$ cat src/include/cdbi_defs.vh
// constants for the cpu data bus interface block
// assumes one clock, ref_clk, at 125 MHz
`ifndef CDBI_DEFS_VH
`define CDBI_DEFS_VH
`define CDBI_SIZE_BYTE  2'b00
`define CDBI_SIZE_HALF  2'b01
`define CDBI_SIZE_WORD  2'b10
`define CDBI_DOUT_RST   32'h00000000
`define CDBI_LANE3      31:24
`define CDBI_LANE2      23:16
`define CDBI_LANE1      15:8
`define CDBI_LANE0      7:0
`endif

$ cat src/verilog/cdbi_data_bus.v
// data side bus interface: split/shared data buses, drive handshake,
// tristate controls, abort sampling, byte latches and read extraction.
// assumes core requests are synchronous to ref_clk; the falling edge of the
// main clock is modelled as the ref_clk edge that ends a bus cycle.
`include "cdbi_defs.vh"
//
// Contract
// - split mode reads from input data bus
// - read data captured at cycle end edge
// - output data changes only on split mode stores and on entering shared mode
// - shared mode ignores input data bus
// - shared mode holds output bus zero
// - write_not_read raised at the same edge that starts the write cycle
// - drive_out_enable_n low during write cycle
// - data_bus_enable low floats shared bus
// - test_bus_enable low floats address class outputs and shared bus
// - address_bus_enable floats address class outputs
// - test_bus_enable taken raw into the registered enables, one cycle late
// - abort sampled at end of bus cycle
// - data abort traps, fetch abort travels along
// - each byte_latch_enable bit gates one lane
// - extract addressed field per endian select
// - wait_n low stretches bus cycle whole clock
module cdbi_data_bus (
    // clock and reset
    input  wire        ref_clk,
    input  wire        rst,
    // configuration
    input  wire        bus_split_select,
    input  wire        big_endian_select,
    // core request side
    input  wire        reqValid,
    input  wire        reqWrite,
    input  wire        reqFetch,
    input  wire        reqUser,
    input  wire        reqLock,
    input  wire [1:0]  reqSize,
    input  wire [31:0] reqAddr,
    input  wire [31:0] reqWdata,
    // core answer side
    output reg         rspDone,
    output reg  [31:0] rspData,
    output reg         dataAbortTrap,
    output reg         fetchAbortTag,
    // memory address class outputs with enables (low = driving)
    output reg  [31:0] addrOut,
    output reg         write_not_read,
    output reg  [1:0]  transfer_size,
    output reg         fetch_not,
    output reg         translate_not,
    output reg         lockOut,
    output reg         addrOutEnN,
    // split data buses
    input  wire [31:0] dataIn,
    output reg  [31:0] dataOut,
    // shared data bus as three signals
    input  wire [31:0] sharedDataIn,
    output reg  [31:0] sharedDataOut,
    output reg         sharedDataOutEnN,
    output reg         drive_out_enable_n,
    // memory controls
    input  wire        drive_in_gate_n,
    input  wire        data_bus_enable,
    input  wire        address_bus_enable,
    input  wire        test_bus_enable,
    input  wire        wait_n,
    input  wire        abortIn,
    input  wire [3:0]  byte_latch_enable
);

    localparam ST_IDLE = 1'b0;
    localparam ST_BUSY = 1'b1;

    reg         state;
    reg         curWrite;
    reg         curFetch;
    reg  [1:0]  curSize;
    reg  [1:0]  curLow;
    reg  [31:0] busWord;
    reg  [31:0] field;
    reg         next_driveOutN;
    wire        laneCapture;
    wire [31:0] next_word;

    // lane source depends on bus mode; shared mode never looks at dataIn
    always @* begin
        if (bus_split_select) begin
            busWord = dataIn;
        end else begin
            busWord = sharedDataIn;
        end
    end

    // byte lanes latch at every busy edge of a read, wait_n or not, so narrow
    // memory can fill a word in parts while the cycle is stretched
    assign laneCapture = (state == ST_BUSY) & ~curWrite;

    // lane 3 carries the top byte, lane 0 the bottom byte
    cdbi_lane_latch #(
        .LANE_BITS (8)
    ) i_lane3 (
        .ref_clk  (ref_clk),
        .rst      (rst),
        .capture  (laneCapture),
        .laneOpen (byte_latch_enable[3]),
        .laneIn   (busWord[`CDBI_LANE3]),
        .laneNext (next_word[`CDBI_LANE3])
    );

    cdbi_lane_latch #(
        .LANE_BITS (8)
    ) i_lane2 (
        .ref_clk  (ref_clk),
        .rst      (rst),
        .capture  (laneCapture),
        .laneOpen (byte_latch_enable[2]),
        .laneIn   (busWord[`CDBI_LANE2]),
        .laneNext (next_word[`CDBI_LANE2])
    );

    cdbi_lane_latch #(
        .LANE_BITS (8)
    ) i_lane1 (
        .ref_clk  (ref_clk),
        .rst      (rst),
        .capture  (laneCapture),
        .laneOpen (byte_latch_enable[1]),
        .laneIn   (busWord[`CDBI_LANE1]),
        .laneNext (next_word[`CDBI_LANE1])
    );

    cdbi_lane_latch #(
        .LANE_BITS (8)
    ) i_lane0 (
        .ref_clk  (ref_clk),
        .rst      (rst),
        .capture  (laneCapture),
        .laneOpen (byte_latch_enable[0]),
        .laneIn   (busWord[`CDBI_LANE0]),
        .laneNext (next_word[`CDBI_LANE0])
    );

    // field extraction from the completed word, result right aligned
    always @* begin
        field = next_word;
        if (curSize == `CDBI_SIZE_HALF) begin
            if (curLow[1] ^ big_endian_select) begin
                field = {16'h0000, next_word[31:16]};
            end else begin
                field = {16'h0000, next_word[15:0]};
            end
        end else if (curSize == `CDBI_SIZE_BYTE) begin
            case (curLow ^ {2{big_endian_select}})
                2'b00:   field = {24'h000000, next_word[`CDBI_LANE0]};
                2'b01:   field = {24'h000000, next_word[`CDBI_LANE1]};
                2'b10:   field = {24'h000000, next_word[`CDBI_LANE2]};
                default: field = {24'h000000, next_word[`CDBI_LANE3]};
            endcase
        end
    end

    // drive direction decided one edge ahead, so the shared bus enable flips
    // at the same edge as drive_out_enable_n and never outlives the write;
    // a write that completes at once still gets one full driven cycle
    always @* begin
        next_driveOutN = drive_out_enable_n;
        if (state == ST_IDLE) begin
            if (reqValid) begin
                next_driveOutN = ~reqWrite;
            end
        end else if (wait_n) begin
            next_driveOutN = 1'b1;
        end
    end

    // tristate enables follow the pins combinationally in intent, but outputs must
    // come from flops, so they register each cycle; test_bus_enable is read raw
    always @(posedge ref_clk) begin
        if (rst) begin
            addrOutEnN       <= 1'b1;
            sharedDataOutEnN <= 1'b1;
        end else begin
            addrOutEnN <= ~(address_bus_enable & test_bus_enable);
            sharedDataOutEnN <= ~(~bus_split_select & ~next_driveOutN
                                  & ~drive_in_gate_n & data_bus_enable
                                  & test_bus_enable);
        end
    end

    always @(posedge ref_clk) begin
        if (rst) begin
            state              <= ST_IDLE;
            curWrite           <= 1'b0;
            curFetch           <= 1'b0;
            curSize            <= `CDBI_SIZE_WORD;
            curLow             <= 2'b00;
            rspDone            <= 1'b0;
            rspData            <= 32'h00000000;
            dataAbortTrap      <= 1'b0;
            fetchAbortTag      <= 1'b0;
            addrOut            <= 32'h00000000;
            write_not_read     <= 1'b0;
            transfer_size      <= `CDBI_SIZE_WORD;
            fetch_not          <= 1'b1;
            translate_not      <= 1'b1;
            lockOut            <= 1'b0;
            dataOut            <= `CDBI_DOUT_RST;
            sharedDataOut      <= 32'h00000000;
            drive_out_enable_n <= 1'b1;
        end else begin
            rspDone       <= 1'b0;
            dataAbortTrap <= 1'b0;
            fetchAbortTag <= 1'b0;
            drive_out_enable_n <= next_driveOutN;
            if (!bus_split_select) begin
                dataOut <= `CDBI_DOUT_RST;
            end
            case (state)
                ST_IDLE: begin
                    if (reqValid) begin
                        // address class goes out at the same edge that starts the data cycle
                        addrOut        <= reqAddr;
                        write_not_read <= reqWrite;
                        transfer_size  <= reqSize;
                        fetch_not      <= ~reqFetch;
                        translate_not  <= ~reqUser;
                        lockOut        <= reqLock;
                        curWrite       <= reqWrite;
                        curFetch       <= reqFetch;
                        curSize        <= reqSize;
                        curLow         <= reqAddr[1:0];
                        if (reqWrite) begin
                            sharedDataOut <= reqWdata;
                            if (bus_split_select) begin
                                dataOut <= reqWdata;
                            end
                        end
                        state <= ST_BUSY;
                    end
                end
                ST_BUSY: begin
                    // a low wait_n extends the cycle by a whole clock
                    if (wait_n) begin
                        rspDone            <= 1'b1;
                        rspData            <= curWrite ? 32'h00000000 : field;
                        write_not_read     <= 1'b0;
                        lockOut            <= 1'b0;
                        // abort only counts at the completing edge
                        if (abortIn) begin
                            dataAbortTrap <= ~curFetch;
                            fetchAbortTag <= curFetch;
                        end
                        state <= ST_IDLE;
                    end
                end
                default: state <= ST_IDLE;
            endcase
        end
    end

endmodule // cdbi_data_bus

// one byte lane of the read latch; the merged value is offered at once so
// the completing edge can extract a field that includes this cycle's bytes,
// while the held byte survives cycles in which the lane stays closed
module cdbi_lane_latch #(
    parameter LANE_BITS = 8
) (
    // clock and reset
    input  wire                 ref_clk,
    input  wire                 rst,
    // capture control
    input  wire                 capture,
    input  wire                 laneOpen,
    // lane data
    input  wire [LANE_BITS-1:0] laneIn,
    output reg  [LANE_BITS-1:0] laneNext
);

    reg [LANE_BITS-1:0] laneHeld;

    // a closed lane keeps its byte, which lets halfword memory fill in parts
    always @* begin
        if (laneOpen) begin
            laneNext = laneIn;
        end else begin
            laneNext = laneHeld;
        end
    end

    always @(posedge ref_clk) begin
        if (rst) begin
            laneHeld <= {LANE_BITS{1'b0}};
        end else if (capture) begin
            laneHeld <= laneNext;
        end
    end

endmodule // cdbi_lane_latch
$ cat config.mk
export PLATFORM = sky130hd
export DESIGN_NAME = cdbi_data_bus
export DESIGN_NICKNAME = d
export VERILOG_FILES = /design/src/verilog/cdbi_data_bus.v
export VERILOG_INCLUDE_DIRS = /design/src /design/src/include
export SDC_FILE = /design/constraint.sdc
export NUM_CORES = 1
export LEC_CHECK = 0
export BUFFER_PORTS_ARGS = -buffer_cell sky130_fd_sc_hd__buf_2
export CORE_AREA = 2 2 124 126
export DETAILED_ROUTE_END_ITERATION = 7
export DIE_AREA = 0 0 126 128
export PLACE_DENSITY = 0.83
export SLEW_MARGIN = 20
export SYNTH_ARGS = -nofsm -noshare
export SYNTH_HDL_FRONTEND = slang
export SYNTH_SLANG_ARGS = --single-unit
$ cat constraint.sdc
create_clock -name ref_clk -period 1.95 [get_ports ref_clk]
set_clock_uncertainty 0.15 [all_clocks]
set_input_delay 0.585 -clock ref_clk [delete_from_list [all_inputs] [get_ports ref_clk]]
set_output_delay 0.585 -clock ref_clk [all_outputs]
set_load 0.01 [all_outputs]
==> flow_metrics.py, run 1 <==
metrics = {
    "run_status": {
        "status": "finished, final reports clean",
    },
    "global_route": {
        "grt_use_total_pct": 25.91,
        "grt_start_max_net_pins": 64,
        "grt_pass1_vias": 6668,
        "grt_pass1_wl_um": 33250,
        "overflow": 0,
        "antenna_found_initial": 1,
    },
    "worst_setup_path": {
        "critical_path.max_stage_delay_ns": 0.53,
        "arrival_ns": 1.16,
        "critical_path_buf_inv_count": 1,
        "path_delay_family": "flip-flops",
        "crit_fanout": 9,
        "end_kind": "output port",
        "crit_chain": "buf_2",
        "critPathLaunchType": "flip-flop",
        "cp_slowest_cell": "dfxtp_1",
        "cp.required_ns": 1.21,
        "critPathKind": "flip-flop to output port",
    },
    "yosys": {
        "ys.flop_type": "dfxtp_1",
        "yosysTopAreaCellShare_pct": 50.01,
        "synth.area.top_cells": "dfxtp_1 (50%), nand2_1 (13%), a21oi_1 (13%)",
        "synth_edf_count": 0,
        "yosysSeqAreaShare_pct": 50.01,
        "yosys.cell_types.count": 42,
        "synth-seq-cells": 175,
        "ys_async_sr_fraction_pct": 0,
        "synth_area_um2": 7005,
        "yosysTopAreaCell": "dfxtp_1",
        "synth_fp_nets": 998,
        "yosys_warnings": 0,
        "syn_inst": 849,
        "syn_avg_cell_area_um2": 8.251,
    },
    "finish": {
        "layout_commonest_cell": "buf_2",
        "syn_to_final_growth_pct": 34.92,
        "insertedDiodeCount": 0,
        "mostFrequentLayoutCells": "buf_2 (287), nand2_1 (239), a21oi_1 (174), dfxtp_1 (174), nor2_1 (40)",
        "drive_gt1_share_pct": 32.93,
        "instances_no_fill": 1339,
        "fin_area_um2": 9452,
        "num-nets-final": 1287,
    },
    "clocking": {
        "post-cts-setup-buffers": 0,
        "cts_buffers": 17,
        "clockBufferDepth": 2,
        "clock_sinks": 175,
        "cts_tree": "yes",
        "clkLatencyLatePin_ns": 0.43,
        "root_buffer": "clkbuf_16",
        "clkTransAtPathRegs_ns": 0.07,
        "htree_levels": 4,
    },
    "die": {
        "dieArea_um2": 16130,
        "die_h_um": 128,
        "ios": 289,
        "initial_core_util_pct": 47.13,
        "rows": 45,
        "die_x_um": 126,
        "core_area_um2": 14860,
    },
    "sta": {
        "worstMarginPinSlew_ns": 0.4401,
        "fin_crit_sh_pct": 97.33,
        "report.final.hold_viol_count": 0,
        "rsz0062_at_grt": "no",
        "fmax_ghz": 0.5269,
        "slew_viol_final": 0,
        "relSlewSlack_pct": 70.44,
        "period_minus_slack_ns": 1.898,
        "setup_viol": 0,
    },
    "routing": {
        "routed_wl_um": 21840,
        "first_pass_iters": 7,
        "wire_per_inst_um": 16.31,
        "drcViolationCount": 0,
        "postRouteAntennaNets": 0,
        "vias_per_cell": 5.431,
        "drt_iter0_markers": 533,
        "via_count": 7272,
    },
    "power": {
        "power_density_nw_per_um2": 871.1,
        "p_leak_nw": 4.279,
        "vdd_drop_max_mv": 0.5534,
    },
    "min_path": {
        "hold_path.class": "input port to flip-flop",
    },
    "placement": {
        "routabilityCongestion": 0.8974,
        "place_area_um2": 8896,
        "numPlacedInstances": 1307,
        "port_buffers": 288,
        "dp_hpwl_um": 15760,
    },
    "run": {
        "maxCapViolations": 0,
    },
}
-- where the power goes --
part | internal (mW) | switching, mW | total [mW]
clock network | 1.67 | 1.53 | 3.20
logic | 0.508 | 0.691 | 1.20
registers | 3.74 | 0.0970 | 3.83
total | 5.91 | 2.32 | 8.23
-- metal layers --
| metal | GRT usage, % | up-vias | routed length, um |
|---|---|---|---|
| met1 | 30.77 | 3348 | 8377 |
| met5 | 0 | - | 16 |
| met4 | 10.67 | 2 | 599 |
| met3 | 7.012 | 51 | 1991 |
| li1 | - | 3483 | - |
| met2 | 44.50 | 388 | 10850 |
-- layout make-up --
cell class | instances | area, um2
Fill cell | 1317 | 5413
Sequential cell | 175 | 3505
Multi-Input combinational cell | 607 | 3194
Timing Repair Buffer | 334 | 1952
Clock buffer | 17 | 425.4
Tap cell | 188 | 235.2
Clock inverter | 15 | 128.9
Inverter | 3 | 11.26
-- flip-flops by register name (all words and copies together), names as in the netlist --
register            count
addrOut                32
addrOutEnN              1
curFetch                1
curSize                 2
curWrite                1
dataAbortTrap           1
dataOut                32
drive_out_enable_n      1
fetchAbortTag           1
fetch_not               1
i_lane0.laneHeld        8
i_lane1.laneHeld        8
i_lane2.laneHeld        8
i_lane3.laneHeld        8
lockOut                 1
rspData                32
rspDone                 1
sharedDataOut          32
sharedDataOutEnN        1
state                   1
translate_not           1
write_not_read          1
-- cell families after synthesis --
family | Yosys count | share of synthesized area, %
simple gates | 307 | 17.95
compound gates | 265 | 22.29
mux | 32 | 4.572
xor+xnor | 3 | 0.5895
buf+inv | 67 | 4.590
flops | 175 | 50.01
-- cells in the mapped netlist, types with 2 or more instances --
| cell type | number |
|---|---|
| o211ai_1 | 10 |
| and3_1 | 2 |
| a32oi_1 | 7 |
| a22o_1 | 16 |
| nor2b_1 | 3 |
| buf_6 | 5 |
| inv_1 | 2 |
| nor2_1 | 40 |
| o2111ai_1 | 2 |
| a211oi_1 | 19 |
| nand2b_1 | 9 |
| a41oi_1 | 2 |
| nand2_1 | 240 |
| a21oi_1 | 175 |
| o21ai_0 | 12 |
| a22oi_1 | 8 |
| buf_2 | 20 |
| mux2i_1 | 32 |
| o21ai_1 | 8 |
| and2_1 | 2 |
| a211o_1 | 2 |
| nand3_1 | 2 |
| dfxtp_1 | 175 |
| clkbuf_1 | 37 |
| buf_4 | 2 |
-- through the flow --
step | TNS, ns | power, mW | hold WS, ns | setup slack (ns) | utilization [%]
after floorplan | 0 | 4.542 | 0.2524 | 0.2199 | -
after global placement | -0.1111 | 5.074 | 0.2661 | -0.02492 | 59.85
after detailed placement | -0.5666 | 5.096 | 0.2714 | -0.07818 | 59.85
after CTS | 0 | 8.274 | 0.1498 | 0.03879 | 63.59
after global routing | 0 | 8.544 | 0.1536 | 0.004936 | 63.59
final | 0 | 8.233 | 0.1624 | 0.05200 | 63.59
-- worst paths after layout --
| path | slack, ns | depth (start not counted) | start | endpoint |
|---|---|---|---|---|
| max | 0.05 | 1 | curSize[0] | transfer_size[0] |
| min | 0.16 | 2 | address_bus_enable | addrOutEnN |
| max reg2reg | 0.24 | 4 | curSize[1] | rspData[12] |
| min reg2reg | 0.28 | 1 | curFetch | dataAbortTrap |
-- what timing repair did --
action	in CTS	in global routing
resized for setup	1	0
hold buffers	0	0
endpoints found under the setup margin	1	0
(Power assumes the default switching activity.)
==> inputs of run 2 (changes only) <==
BUFFER_PORTS_ARGS = unset   (was -buffer_cell sky130_fd_sc_hd__buf_2)
CORE_AREA = 2 2 112 114   (was 2 2 124 126)
DIE_AREA = 0 0 114 116   (was 0 0 126 128)
DONT_BUFFER_PORTS = 1   (was unset)
PLACE_DENSITY = 0.78   (was 0.83)
==> run 2 against run 1 <==
Effect of this change:
- clock power is 12% higher
- flip-flop and latch count unchanged
- via count decreased by 15%
- cell count shrank 26%
- first-iteration DRC count shrank 1.1%
- non-clock buffer count decreased by 311
- setup slack better by 0.094 ns
- combinational power is 40% lower
- die area is 18% lower
- fmax grew 5.2%
- critical endpoint is now rspData[7]
- critical path depth increased by 3
- final area fell by 18%
==> flow_metrics.py, run 2 (synthesis gave the netlist of run 1 again) <==
metrics = {
    "run_status": {
        "status": "finished, final reports clean",
    },
    "global_route": {
        "grt_pass1_wl_um": 29570,
        "grt_use_total_pct": 28.74,
        "overflow": 0,
        "antenna_found_initial": 0,
        "grt_pass1_vias": 5951,
        "grt_start_max_net_pins": 120,
    },
    "die": {
        "ios": 289,
        "core_area_um2": 11910,
        "die_x_um": 114,
        "dieArea_um2": 13220,
        "rows": 40,
        "die_h_um": 116,
        "initial_core_util_pct": 58.81,
    },
    "routing": {
        "drcViolationCount": 0,
        "postRouteAntennaNets": 0,
        "drt_iter0_markers": 527,
        "wire_per_inst_um": 19.89,
        "routed_wl_um": 19630,
        "first_pass_iters": 5,
        "vias_per_cell": 6.228,
        "via_count": 6147,
    },
    "worst_setup_path": {
        "crit_fanout": 7,
        "reg2regPathDepth": 4,
        "r2r-start": "curSize[0]",
        "r2r_end": "rspData[7]",
        "end_kind": "flip-flop",
        "arrival_ns": 2.01,
        "reg2reg_slack_ns": 0.15,
        "critPathKind": "flip-flop to flip-flop",
        "cp.required_ns": 2.16,
        "critPathLaunchType": "flip-flop",
    },
    "sta": {
        "worst_slack_ns": 0.1457,
        "whs_ns": 0.06842,
        "setup_viol": 0,
        "tns_ns": 0,
        "fin_crit_sh_pct": 92.53,
        "relSlewSlack_pct": 66.81,
        "report.final.hold_viol_count": 0,
        "worstMarginPinSlew_ns": 0.4840,
        "rsz0062_at_grt": "no",
        "period_minus_slack_ns": 1.804,
        "slew_viol_final": 0,
        "fmax_ghz": 0.5542,
    },
    "min_path": {
        "hp-start": "rst",
        "min_delay_path_depth": 1,
        "worstHoldEndpoint": "addrOut[12]",
        "hold_path.class": "input port to flip-flop",
    },
    "placement": {
        "port_buffers": 0,
        "post-place-ws_ns": 0.1381,
        "place_area_um2": 7111,
        "routabilityCongestion": 0.9456,
        "dp_hpwl_um": 13920,
    },
    "clocking": {
        "htree_levels": 4,
        "clkLatencyLatePin_ns": 0.43,
        "clock_sinks": 175,
        "clockBufferDepth": 2,
        "post-cts-setup-buffers": 0,
        "clkTransAtPathRegs_ns": 0.07,
        "cts_buffers": 17,
        "root_buffer": "clkbuf_16",
        "cts_tree": "yes",
    },
    "run": {
        "maxCapViolations": 0,
    },
    "finish": {
        "syn_to_final_growth_pct": 10.50,
        "mostFrequentLayoutCells": "nand2_1 (239), a21oi_1 (174), dfxtp_1 (174)",
        "multi_input_area_um2": 3189,
        "drive_gt1_share_pct": 8.095,
        "insertedDiodeCount": 0,
        "fin_area_um2": 7741,
        "num-nets-final": 976,
        "regArea_um2": 3505,
        "layout_commonest_cell": "nand2_1",
        "fillers": 973,
    },
    "power": {
        "power_density_nw_per_um2": 1061,
        "vdd_drop_max_mv": 0.6639,
        "p_leak_nw": 2.834,
    },
}
## run 2: power breakdown
part | leakage (nW) | internal [mW] | total, mW | switching (mW)
registers | 1.43 | 3.74 | 3.92 | 0.180
clock network | 0.303 | 2.06 | 3.58 | 1.52
logic | 1.11 | 0.273 | 0.714 | 0.441
total | 2.83 | 6.07 | 8.21 | 2.14
## run 2: area by class of cell
| cell class | instances | share of cell area (%) |
|---|---|---|
| inverter | 3 | 0.1455 |
| sequential | 175 | 45.27 |
| timing repair buffer | 23 | 2.877 |
| tap | 147 | 2.376 |
| multi-input combinational | 607 | 41.20 |
| clock inverter | 15 | 2.635 |
| clock buffer | 17 | 5.495 |
## run 2: timing repair
action	4_1_cts	5_1_grt
hold buffers	0	0
endpoints found under the setup margin	0	1
gates resized for setup	0	1
## run 2: stage by stage
stage	power, mW	instances	util [%]
finish	8.211	987	64.99
global route	8.478	987	64.99
CTS	8.238	987	64.98
detailed placement	4.697	955	59.70
global placement	4.660	955	59.70
floorplan	4.542	849	-
## run 2: worst max-delay path, cell delays in order (launching register included)
cell      delay [ns]
dfxtp_1         0.53
and2b_4         0.26
o311ai_4        0.40
a32oi_1         0.20
o211ai_1        0.20
## run 2: layer usage
layer / GRT usage (%) / share of wire [%] / up-vias
met2: 50.00 / 51 / 360
met4: 15.53 / 3.4 / 0
met3: 9.257 / 9.6 / 53
met1: 31.28 / 36 / 2855
li1: - / - / 2879
met5: 0 / 0 / -
## run 2: worst max-delay path by stage
stage / from / to / slack (ns) / cells after the start
6_report: curSize[0] / rspData[7] / 0.15 / 4
5_1_grt: state / rspData[12] / 0.09 / 4
4_1_cts: addrOut[1] / addrOut[1] / 0.02 / 1
3_5_place_dp: rst / rspData[17] / 0.14 / 4
3_3_place_gp: rst / rspData[20] / 0.17 / 4
2_1_floorplan: big_endian_select / rspData[0] / 0.22 / 5
==> inputs of run 3 (changes only) <==
CORE_AREA = 2 2 115 117   (was 2 2 112 114)
DIE_AREA = 0 0 117 119   (was 0 0 114 116)
SYNTH_HIERARCHICAL = 1   (was unset)
==> run 3 against run 2 <==
Effect of this change:
- the run now ends with setup timing left
- combinational power is 18% higher
- final area is 7.3% higher
- critical path depth is 2 higher
- sequential share of layout area is 3.0 points lower
- highest routed layer unchanged
- critical path type is now input port to flip-flop
- global-route usage is 1.2 points lower
- clock power is 7.3% lower
==> flow_metrics.py, run 3 <==
metrics = {
    "yosys": {
        "synth_area_um2": 7427,
        "synth-seq-cells": 175,
        "ys_top_cells_by_count": "nand2_1 (184), dfxtp_1 (175), a21oi_1 (135)",
        "ys.flop_type": "dfxtp_1",
        "synth_fp_nets": 953,
        "yosysTopAreaCell": "dfxtp_1",
        "yosys_warnings": 6,
        "yosysSeqAreaShare_pct": 47.17,
        "syn_avg_cell_area_um2": 9.238,
        "ys_async_sr_fraction_pct": 0,
        "syn_inst": 804,
        "yosysTopAreaCellShare_pct": 47.17,
        "synth_edf_count": 0,
        "yosys.cell_types.count": 40,
        "synth.most_common_cell": "nand2_1",
        "synth.area.top_cells": "dfxtp_1 (47%), mux2_2 (9.7%), nand2_1 (9.3%)",
    },
    "power": {
        "power_mw": 8.050,
        "p_leak_nw": 3.086,
        "power_density_nw_per_um2": 969.6,
        "vdd_drop_max_mv": 0.6389,
    },
    "worst_setup_path": {
        "end_kind": "flip-flop",
        "r2r-start": "i_lane1/laneHeld[6]",
        "critPathLaunchType": "input port",
        "crit_fanout": 34,
        "critical_path.max_stage_delay_ns": 0.46,
        "critPathKind": "input port to flip-flop",
        "reg2reg_slack_ns": 0.12,
        "arrival_ns": 2.18,
        "cp_slowest_cell": "mux4_2",
        "reg2regPathDepth": 4,
        "cp.required_ns": 2.12,
        "cp-startpoint": "bus_split_select",
        "r2r_end": "rspData[6]",
        "crit_chain": "mux2_2 > mux2_4 > mux4_2 > nor2b_1 > a2111oi_4 > o21ai_1",
        "endpoint": "rspData[7]",
    },
    "sta": {
        "report.final.hold_viol_count": 0,
        "setup_viol": 3,
        "relSlewSlack_pct": 62.38,
        "worst_slack_ns": -0.06823,
        "fmax_ghz": 0.4955,
        "tns_ns": -0.1284,
        "fin_crit_sh_pct": 103.5,
        "period_minus_slack_ns": 2.018,
        "rsz0062_at_grt": "yes",
        "worstMarginPinSlew_ns": 0.5599,
        "slew_viol_final": 0,
    },
    "clocking": {
        "post-cts-setup-buffers": 0,
        "root_buffer": "clkbuf_16",
        "ctsHoldBuffers": 0,
        "clock_sinks": 175,
        "htree_levels": 4,
        "clkLatencyLatePin_ns": 0.43,
        "clkTransAtPathRegs_ns": 0.07,
        "clockBufferDepth": 2,
        "cts_tree": "yes",
        "cts_buffers": 17,
    },
    "die": {
        "rows": 42,
        "core_area_um2": 12870,
        "initial_core_util_pct": 57.69,
        "die_x_um": 117,
        "die_h_um": 119,
        "dieArea_um2": 13920,
        "ios": 289,
    },
    "placement": {
        "dp_hpwl_um": 13860,
        "place_area_um2": 7679,
        "port_buffers": 0,
        "post-place-ws_ns": -0.5007,
        "routabilityCongestion": 0.9240,
    },
    "run_status": {
        "violations": "setup timing",
        "status": "complete, but fails checks",
    },
    "routing": {
        "routed_wl_um": 19320,
        "postRouteAntennaNets": 0,
        "drcViolationCount": 0,
        "via_count": 5845,
        "drt_iter0_markers": 374,
        "wire_per_inst_um": 19.77,
        "first_pass_iters": 5,
        "vias_per_cell": 5.983,
    },
    "run": {
        "maxCapViolations": 0,
    },
    "global_route": {
        "grt_start_max_net_pins": 119,
        "overflow": 0,
        "antenna_found_initial": 0,
        "grt_pass1_vias": 5709,
        "grt_use_total_pct": 27.52,
        "grt_pass1_wl_um": 29590,
    },
    "finish": {
        "syn_to_final_growth_pct": 11.79,
        "drive_gt1_share_pct": 20.60,
        "insertedDiodeCount": 0,
        "num-nets-final": 937,
        "layout_commonest_cell": "nand2_1",
        "mostFrequentLayoutCells": "nand2_1 (183), dfxtp_1 (173), a21oi_1 (134)",
        "fin_area_um2": 8303,
        "fillers": 1024,
    },
    "min_path": {
        "hold_path.class": "input port to flip-flop",
    },
}
run 3: layout make-up:
cell class	instances	area [um2]	share of cell area, %
multi-input cells	562	3690	44.44
flip-flops and latches	175	3506	42.22
clock buffers	18	429.2	5.169
repair buffers	31	307.8	3.707
well taps	176	220.2	2.652
clock inverters	14	146.4	1.763
inverters	1	3.754	0.04521
run 3: where the power goes:
group          internal [mW]  switching, mW  leakage [nW]
sequential              3.72          0.169          1.43
clock                   1.81           1.51         0.276
combinational          0.412          0.427          1.38
run 3: worst max-delay path: cells and delay by family:
family	cells	cell delay, ns
mux	3	1.12
compound gates	2	0.29
simple gates	1	0.17
run 3: what timing repair did:
| action | 4_1_cts | 5_1_grt |
|---|---|---|
| setup endpoints to repair | 6 | 10 |
| resized for setup | 5 | 2 |
| pin swaps | 3 | 1 |
run 3: logic make-up (layout without fill, tap and decap cells):
group / Yosys count / in the layout / share of synthesized area, %
compound gates: 222 / 222 / 19.39
xor+xnor: 2 / 2 / 0.3370
buf+inv: 67 / 64 / 5.357
flops: 175 / 175 / 47.17
mux: 85 / 85 / 13.76
simple gates: 253 / 253 / 13.98
run 3: routing by layer:
metal | vias to the layer above | wire length [um] | GRT usage, %
met4 | 0 | 542 | 11.10
met3 | 53 | 1727 | 10.59
met2 | 256 | 9797 | 46.60
met5 | - | 0 | 0
met1 | 2755 | 7249 | 30.72
li1 | 2781 | - | -
run 3: how the worst min path moves through the flow:
stage,from,endpoint,slack (ns),cells past startpoint
6_report,rst,i_lane2/laneHeld[1],0.08,1
5_1_grt,rst,addrOut[1],0.05,1
4_1_cts,address_bus_enable,addrOutEnN,0.06,1
3_5_place_dp,curFetch,dataAbortTrap,0.28,1
3_3_place_gp,curFetch,dataAbortTrap,0.28,1
2_1_floorplan,curFetch,dataAbortTrap,0.25,1
run 3: through the flow:
stage	utilization, %	instances	hold WS [ns]
after floorplan	-	804	0.2524
after global placement	59.64	945	0.2785
after detailed placement	59.64	945	0.2760
after CTS	64.35	977	0.05641
after global routing	64.49	977	0.04956
final	64.49	977	0.07709
